[src/fic_pkg.sv]
// Behaviour
// - output discrete pins always show status/output register bits 0 to 7
// - status/output register loads only on the output register instruction
// - while the test input is low the output discrete pins are undriven
// - a rising edge on the system fault input sets fault bit 8
// - software cannot clear an input-held fault bit until that input negates
// - bus timeout error during an I/O bus cycle sets fault bit 10
// - while memory parity error is asserted fault bit 13 is set
// - memory-protect fault while processor owns the bus sets fault bit 15
// - memory-protect fault while processor does not own the bus sets bit 14
// - each of seven user interrupts sets its pending bit on a falling pulse
// - master reset clears all pending user interrupts
// - asserting power fail sets pending bit 15 and requests an interrupt
// - power fail interrupt is never masked by the mask register
// - active-low master reset returns the block to its reset state
package fic_pkg;

  localparam int unsigned REG_W = 16;
  localparam int unsigned BUS_W = 32;
  localparam int unsigned ADDR_W = 4;

  // word addresses on the register bus
  localparam logic [3:0] ADDR_FAULT = 4'h0;
  localparam logic [3:0] ADDR_PENDING = 4'h1;
  localparam logic [3:0] ADDR_MASK = 4'h2;
  localparam logic [3:0] ADDR_STATUS_OUT = 4'h3;
  localparam logic [3:0] ADDR_INPUT_STATE = 4'h4;

  // fault register fields
  localparam int unsigned FAULT_MEM_BUS_BIT = 7;
  localparam int unsigned FAULT_SYS_BIT = 8;
  localparam int unsigned FAULT_IO_BUS_BIT = 10;
  localparam int unsigned FAULT_PARITY_BIT = 13;
  localparam int unsigned FAULT_DMA_BIT = 14;
  localparam int unsigned FAULT_CPU_BIT = 15;

  // pending / mask register fields
  localparam int unsigned PEND_USER_LSB = 0;
  localparam int unsigned USER_IRQ_COUNT = 7;
  localparam int unsigned PEND_POWER_FAIL_BIT = 15;

  // output discrete field of the status/output register
  localparam int unsigned OD_LSB = 0;
  localparam int unsigned OD_WIDTH = 8;

  // synchronised input vector, also readable as the input state register
  localparam int unsigned IN_SYS_FAULT = 0;
  localparam int unsigned IN_BUS_ERR_N = 1;
  localparam int unsigned IN_PARITY = 2;
  localparam int unsigned IN_MEMORY_PROTECT_FAULT_IN = 3;
  localparam int unsigned IN_USER_LSB = 4;
  localparam int unsigned IN_POWER_FAIL_N = 11;
  localparam int unsigned IN_TEST_N = 12;
  localparam int unsigned IN_MRESET_N = 13;
  localparam int unsigned IN_WIDTH = 14;
  localparam logic [13:0] IN_RESET = 14'h3ff2;

  localparam logic [15:0] FAULT_RESET = 16'h0000;
  localparam logic [15:0] PENDING_RESET = 16'h0000;
  localparam logic [15:0] MASK_RESET = 16'h0000;
  localparam logic [15:0] STATUS_OUT_RESET = 16'h0000;
  localparam logic [6:0] USER_IDLE = 7'h7f;

  typedef enum logic {FIC_BUS_IDLE, FIC_BUS_DONE} fic_bus_t;

  typedef struct packed {
    fic_bus_t bus;
    logic [31:0] readData;
    logic [15:0] fault;
    logic [15:0] pending;
    logic [15:0] mask;
    logic [15:0] statusOut;
    logic sysFaultPrev;
    logic [6:0] userIrqPrev;
    logic userIrqReq;
    logic powerFailReq;
    logic faultReq;
  } fic_state_t;

  localparam fic_state_t FIC_STATE_RESET = '{
    bus: FIC_BUS_IDLE,
    readData: 32'h00000000,
    fault: FAULT_RESET,
    pending: PENDING_RESET,
    mask: MASK_RESET,
    statusOut: STATUS_OUT_RESET,
    sysFaultPrev: 1'b0,
    userIrqPrev: USER_IDLE,
    userIrqReq: 1'b0,
    powerFailReq: 1'b0,
    faultReq: 1'b0
  };

endpackage

[src/fic_fault_interrupt_capture.sv]
// Added by the designer: the Avalon-MM slave port and the register offsets.
`timescale 1ns/1ps
`default_nettype none
module fic_fault_interrupt_capture (
  input wire logic mclk,
  input wire logic rst,
  // register bus
  input wire logic [3:0] avs_address,
  input wire logic avs_read,
  input wire logic avs_write,
  input wire logic [31:0] avs_writedata,
  input wire logic [3:0] avs_byteenable,
  output logic [31:0] avs_readdata,
  output logic avs_waitrequest,
  // asynchronous pins
  input wire logic system_fault_in,
  input wire logic bus_timeout_error_n,
  input wire logic memory_parity_error_in,
  input wire logic memory_protect_fault_in,
  input wire logic user_irq_n_0,
  input wire logic user_irq_n_1,
  input wire logic user_irq_n_2,
  input wire logic user_irq_n_3,
  input wire logic user_irq_n_4,
  input wire logic user_irq_n_5,
  input wire logic user_irq_n_6,
  input wire logic power_fail_n,
  input wire logic master_reset_n,
  input wire logic test_mode_n,
  // processor bus state, same clock domain
  input wire logic ioBusCycle,
  input wire logic memBusCycle,
  input wire logic cpuOwnsBus,
  // discrete outputs and requests
  output logic [7:0] output_discrete_bus,
  output logic outputDiscreteOe,
  output logic userIrqRequest,
  output logic powerFailInterrupt,
  output logic faultRequest
);

  logic [13:0] rawIn;
  logic [13:0] syncIn;
  logic sysFaultS;
  logic busErrS;
  logic parityS;
  logic mprotS;
  logic [6:0] userIrqS_n;
  logic powerFailS;
  logic masterResetS;
  logic [15:0] faultSet;
  logic [15:0] faultHold;
  logic [15:0] pendSet;
  logic [15:0] wrMask;
  logic [15:0] wrData;
  logic [15:0] readVal;
  logic wrFault;
  logic wrPending;
  logic wrMaskReg;
  logic wrStatusOut;
  logic accept;
  fic_pkg::fic_state_t s_q;
  fic_pkg::fic_state_t s_d;

  always_comb begin
    rawIn = fic_pkg::IN_RESET;
    rawIn[fic_pkg::IN_SYS_FAULT] = system_fault_in;
    rawIn[fic_pkg::IN_BUS_ERR_N] = bus_timeout_error_n;
    rawIn[fic_pkg::IN_PARITY] = memory_parity_error_in;
    rawIn[fic_pkg::IN_MEMORY_PROTECT_FAULT_IN] = memory_protect_fault_in;
    rawIn[fic_pkg::IN_USER_LSB +: fic_pkg::USER_IRQ_COUNT] = {
      user_irq_n_6, user_irq_n_5, user_irq_n_4, user_irq_n_3,
      user_irq_n_2, user_irq_n_1, user_irq_n_0};
    rawIn[fic_pkg::IN_POWER_FAIL_N] = power_fail_n;
    rawIn[fic_pkg::IN_TEST_N] = test_mode_n;
    rawIn[fic_pkg::IN_MRESET_N] = master_reset_n;
  end

  // all pins resynchronised before any edge or level use
  fic_sync #(
    .W(fic_pkg::IN_WIDTH),
    .RESET_VAL(fic_pkg::IN_RESET)
  ) u_sync (
    .mclk(mclk),
    .rst(rst),
    .asyncIn(rawIn),
    .syncOut(syncIn)
  );

  assign sysFaultS = syncIn[fic_pkg::IN_SYS_FAULT];
  assign busErrS = ~syncIn[fic_pkg::IN_BUS_ERR_N];
  assign parityS = syncIn[fic_pkg::IN_PARITY];
  assign mprotS = syncIn[fic_pkg::IN_MEMORY_PROTECT_FAULT_IN];
  assign userIrqS_n = syncIn[fic_pkg::IN_USER_LSB +: fic_pkg::USER_IRQ_COUNT];
  assign powerFailS = ~syncIn[fic_pkg::IN_POWER_FAIL_N];
  assign masterResetS = ~syncIn[fic_pkg::IN_MRESET_N];

  // a write or read is taken in the cycle waitrequest is low
  assign accept = (avs_read | avs_write) & (s_q.bus == fic_pkg::FIC_BUS_DONE);
  assign wrMask = {{8{avs_byteenable[1]}}, {8{avs_byteenable[0]}}};
  assign wrData = avs_writedata[15:0] & wrMask;
  assign wrFault = accept & avs_write & (avs_address == fic_pkg::ADDR_FAULT);
  assign wrPending = accept & avs_write &
                     (avs_address == fic_pkg::ADDR_PENDING);
  assign wrMaskReg = accept & avs_write & (avs_address == fic_pkg::ADDR_MASK);
  // a write to this address is the output register instruction
  assign wrStatusOut = accept & avs_write &
                       (avs_address == fic_pkg::ADDR_STATUS_OUT);

  always_comb begin
    case (avs_address)
      fic_pkg::ADDR_FAULT: readVal = s_q.fault;
      fic_pkg::ADDR_PENDING: readVal = s_q.pending;
      fic_pkg::ADDR_MASK: readVal = s_q.mask;
      fic_pkg::ADDR_STATUS_OUT: readVal = s_q.statusOut;
      fic_pkg::ADDR_INPUT_STATE: readVal = {2'b00, syncIn};
      default: readVal = 16'h0000;
    endcase
  end

  always_comb begin
    faultSet = 16'h0000;
    faultHold = 16'h0000;
    faultSet[fic_pkg::FAULT_SYS_BIT] = sysFaultS & ~s_q.sysFaultPrev;
    faultHold[fic_pkg::FAULT_SYS_BIT] = sysFaultS;
    if (busErrS) begin
      if (ioBusCycle) begin
        faultSet[fic_pkg::FAULT_IO_BUS_BIT] = 1'b1;
      end else if (memBusCycle) begin
        faultSet[fic_pkg::FAULT_MEM_BUS_BIT] = 1'b1;
      end
    end
    faultHold[fic_pkg::FAULT_IO_BUS_BIT] = busErrS;
    faultHold[fic_pkg::FAULT_MEM_BUS_BIT] = busErrS;
    faultSet[fic_pkg::FAULT_PARITY_BIT] = parityS;
    faultHold[fic_pkg::FAULT_PARITY_BIT] = parityS;
    if (mprotS) begin
      if (cpuOwnsBus) begin
        faultSet[fic_pkg::FAULT_CPU_BIT] = 1'b1;
      end else begin
        faultSet[fic_pkg::FAULT_DMA_BIT] = 1'b1;
      end
    end
    faultHold[fic_pkg::FAULT_CPU_BIT] = mprotS;
    faultHold[fic_pkg::FAULT_DMA_BIT] = mprotS;

    pendSet = 16'h0000;
    // falling edge of each synchronised user line
    pendSet[fic_pkg::PEND_USER_LSB +: fic_pkg::USER_IRQ_COUNT] =
      s_q.userIrqPrev & ~userIrqS_n;
    pendSet[fic_pkg::PEND_POWER_FAIL_BIT] = powerFailS;
  end

  always_comb begin
    s_d = s_q;
    s_d.sysFaultPrev = sysFaultS;
    s_d.userIrqPrev = userIrqS_n;

    case (s_q.bus)
      fic_pkg::FIC_BUS_IDLE: begin
        if (avs_read | avs_write) begin
          s_d.bus = fic_pkg::FIC_BUS_DONE;
          s_d.readData = {16'h0000, readVal};
        end
      end
      fic_pkg::FIC_BUS_DONE: begin
        s_d.bus = fic_pkg::FIC_BUS_IDLE;
      end
      default: begin
        s_d.bus = fic_pkg::FIC_BUS_IDLE;
      end
    endcase

    // write-one-to-clear; a bit whose input still holds cannot be cleared,
    // and a set in the clearing cycle wins
    if (wrFault) begin
      s_d.fault = s_q.fault & ~(wrData & ~faultHold);
    end
    s_d.fault = s_d.fault | faultSet;

    if (wrPending) begin
      s_d.pending = s_q.pending & ~wrData;
    end
    s_d.pending = s_d.pending | pendSet;

    if (wrMaskReg) begin
      s_d.mask = (s_q.mask & ~wrMask) | wrData;
    end
    if (wrStatusOut) begin
      s_d.statusOut = (s_q.statusOut & ~wrMask) | wrData;
    end

    s_d.userIrqReq =
      |(s_d.pending[fic_pkg::PEND_USER_LSB +: fic_pkg::USER_IRQ_COUNT] &
        ~s_d.mask[fic_pkg::PEND_USER_LSB +: fic_pkg::USER_IRQ_COUNT]);
    // mask bit 15 is never consulted
    s_d.powerFailReq = s_d.pending[fic_pkg::PEND_POWER_FAIL_BIT];
    s_d.faultReq = |s_d.fault;
  end

  // master reset pin acts as a synchronous reset once synchronised;
  // it also clears every pending user interrupt
  always_ff @(posedge mclk) begin
    if (rst || masterResetS) begin
      s_q <= fic_pkg::FIC_STATE_RESET;
    end else begin
      s_q <= s_d;
    end
  end

  assign avs_waitrequest = (avs_read | avs_write) &
                           (s_q.bus != fic_pkg::FIC_BUS_DONE);
  assign avs_readdata = s_q.readData;
  assign output_discrete_bus =
    s_q.statusOut[fic_pkg::OD_LSB +: fic_pkg::OD_WIDTH];
  // test mode low releases the pins; enable high means driven
  assign outputDiscreteOe = syncIn[fic_pkg::IN_TEST_N];
  assign userIrqRequest = s_q.userIrqReq;
  assign powerFailInterrupt = s_q.powerFailReq;
  assign faultRequest = s_q.faultReq;

endmodule // fic_fault_interrupt_capture
`default_nettype wire

[src/fic_sync.sv]
`timescale 1ns/1ps
`default_nettype none
module fic_sync #(
  parameter int unsigned W = 1,
  parameter logic [W-1:0] RESET_VAL = '0
) (
  input wire logic mclk,
  input wire logic rst,
  input wire logic [W-1:0] asyncIn,
  output logic [W-1:0] syncOut
);

  typedef struct packed {
    logic [W-1:0] stage1;
    logic [W-1:0] stage2;
  } fic_sync_state_t;

  fic_sync_state_t s_q;
  fic_sync_state_t s_d;

  // stage1 feeds only stage2; nothing else may look at it
  always_comb begin
    s_d.stage1 = asyncIn;
    s_d.stage2 = s_q.stage1;
  end

  always_ff @(posedge mclk) begin
    if (rst) begin
      s_q <= '{stage1: RESET_VAL, stage2: RESET_VAL};
    end else begin
      s_q <= s_d;
    end
  end

  assign syncOut = s_q.stage2;

endmodule // fic_sync
`default_nettype wire

[config.mk]
export PLATFORM = sky130hd
export DESIGN_NAME = fic_fault_interrupt_capture
export DESIGN_NICKNAME = d
export VERILOG_FILES = /design/src/fic_pkg.sv /design/src/fic_fault_interrupt_capture.sv /design/src/fic_sync.sv
export SDC_FILE = /design/constraint.sdc
export NUM_CORES = 1
export LEC_CHECK = 0
export ABC_AREA = 1
export BUFFER_PORTS_ARGS = -buffer_cell sky130_fd_sc_hd__buf_2
export CAP_MARGIN = 20
export CORE_ASPECT_RATIO = 1.75
export CORE_MARGIN = 2
export CORE_UTILIZATION = 38
export CTS_CLUSTER_SIZE = 12
export DETAILED_ROUTE_END_ITERATION = 12
export REMOVE_ABC_BUFFERS = 1
export SYNTH_ARGS = -nofsm -noshare
export SYNTH_HDL_FRONTEND = slang
export SYNTH_HIERARCHICAL = 1
export SYNTH_SLANG_ARGS = --single-unit
[constraint.sdc]
create_clock -name mclk -period 1.57 [get_ports mclk]
set_input_delay 0.157 -clock mclk [delete_from_list [all_inputs] [get_ports mclk]]
set_output_delay 0.157 -clock mclk [all_outputs]
set_load 0.1 [all_outputs]
==> run metrics <==
status finished clean; # fillers 1,326; Endpoint, Worst Hold s_q[50]; R2R Setup Slk 110 ps; vias in the first global route 4,327; clk buf depth 2; synth top area cells dfxtp_1, nand2_1, buf_4; largest net degree at the start of global routing 26; HPWL Detailed 9790 um; Tightest Hold Check Type input pin to flop; WL/cell 13.7 um; Final ANT Viol Nets 0; Root Buffer Master clkbuf_16; final WL 13,500 um; R2R Path End faultRequest; initial antenna violation count 0; Final setup viols 0; cell count after placement 937; grt total ovfl 0; setup bufs post-CTS 0; Total Routing Usage GR 19.6%; number of distinct library cells after synthesis 29; Area Overhead vs Synth 27.4%; max-cap viol count 0; Vert. Die Dim 157 um; gr busiest metal met2; first-pass GRT wire length 21,700 um; H-tree depth 4; commonest non-fill, non-tap cell in the layout nand2_1; Remaining DRCs 0; Final Skew 7.08 ps; Setup TNS Final 0 ps; Die X 91.6 um; FP Rows 56; Clock Sinks 119; Core Region 0.0132 mm^2; Detailed Routing Iterations Pass 1 5; Reg clk slew, reported paths 60 ps; Tmin final 1500 ps; Clock Latency Late Sink 410 ps; Initial Util 38.5%; Req. time, crit path 1410 ps; final hold violations 0; Seq/Total Area, Yosys 46.7%; RSZ-0062 raised after global routing false; startpoint class of the critical path flop; CP Capture Type output pin; die area 0.0144 mm^2; peak supply drop 0.860 mV; hold_sp avs_writedata[7]; ratio of cells with drive above 1 in the final layout 21.9%; ant diodes 0; leading cell types in the layout, fill and taps excluded nand2_1, dfxtp_1, inv_1; Fmax 667 MHz; Setup Crit Path Kind flop to output pin; warnings from Yosys 6; met1 usage 21.3%; Avg Vias per Cell 4.61; Yosys top cell area share 46.7%; Synth area leader dfxtp_1; Cells after Synth 706; TritonCTS clock tree built; R2R depth 10; final period utilization 95.5%; GR Util met3 4.36%; Slew Limit Fails 0; Port-buffer cells 71; I/O pin cnt 106; met2 GRT Util 36.1%; final net count 859; reg2reg start s_q[107]; Worst EP arrival 1340 ps; syn avg cell area 7.23 um^2; synthesized area 0.00510 mm^2; crit-path max FO 14; Iteration-0 DRC Markers 267; PwrDens 1260 mW/mm^2; synthesis-stage register bit count 119; number of buffers created by CTS 17; detailed-route via count 4,539; worst hold stages 2; non-filler instance count after layout 985; leakage power 3.05 nW; Placer Congestion 0.860
==> report_power, final <==
part	total (mW)	switching (mW)	leakage [nW]	internal [mW]
clock	4.21	1.39	0.319	2.83
sequential	3.12	0.0260	0.969	3.09
combinational	0.842	0.623	1.77	0.218
total	8.17	2.04	3.05	6.14
==> cells by family (layout without fill, tap and decap cells) <==
| kind of cell | Yosys count | after routing | share of synthesized area [%] |
|---|---|---|---|
| AO/OA/AOI/OAI | 127 | 127 | 13.4 |
| buffers and inverters | 149 | 239 | 14.9 |
| flip-flops | 119 | 119 | 46.7 |
| other | 1 | 16 | 0.0735 |
| AND/OR/NAND/NOR | 310 | 310 | 24.9 |
==> metrics by stage <==
step | cell area (um^2) | power [mW] | utilization, % | setup WS (ps) | hold slack, ps
finish | 6500 | 8.17 | 49.1 | 71.2 | 9.07
global route | 6500 | 8.43 | 49.1 | 8.29 | 9.94
CTS | 6460 | 8.22 | 48.8 | 0.633 | 1.45
detailed placement | 5640 | 3.98 | 42.6 | 50.5 | 335
global placement | 5640 | 3.98 | 42.6 | 68.7 | 330
floorplan | 4720 | 3.70 | - | -1710 | 228
==> worst max-delay path by stage <==
stage                         from  cells past startpoint  slack, ps               to
detailed placement  avs_address[1]                     10         50     faultRequest
floorplan                 s_q[107]                      4      -1710  avs_readdata[0]
global placement    avs_address[1]                     10         70     faultRequest
finish                    s_q[107]                      3         70  avs_waitrequest
global route              s_q[107]                     10          8     faultRequest
CTS                       s_q[107]                     10        0.6   userIrqRequest
==> worst max-delay path: stages (launching register included) <==
cell and delay, ps:
dfxtp_2 330, nor2_4 190, buf_6 220, buf_12 190
==> metal layers <==
layer | routed length, um | share of wire [%]
met2 | 7240 | 53
met4 | 376 | 2.8
met1 | 5380 | 40
met3 | 539 | 4.0
met5 | 0 | 0
==> timing repair <==
action | CTS | global route
cloned | 0 | 0
resized for setup | 4 | 18
hold buffers | 16 | 0
setup endpoints to repair | 1 | 13
endpoints found under the hold margin | 16 | 0
==> cell type report <==
type | count | area (um^2) | area share (%)
multi-input cells | 453 | 2070 | 31.8
inverters | 84 | 315 | 4.85
clock buffers | 21 | 480 | 7.39
well taps | 174 | 218 | 3.35
repair buffers | 123 | 871 | 13.4
clock inverters | 11 | 169 | 2.60
flip-flops and latches | 119 | 2380 | 36.7
==> cells in the mapped netlist (all sizes together) <==
cell	instances
o21ai	57
dfxtp	119
conb	1
nand2	219
o211ai	4
or2	3
a21oi	48
a311oi	1
nand3	26
o221ai	1
o22ai	9
nand3b	1
clkinv	1
a31oi	4
o2111ai	1
buf	55
nor2	61
clkbuf	10
inv	83
a211oi	2
(Power assumes the default switching activity.)
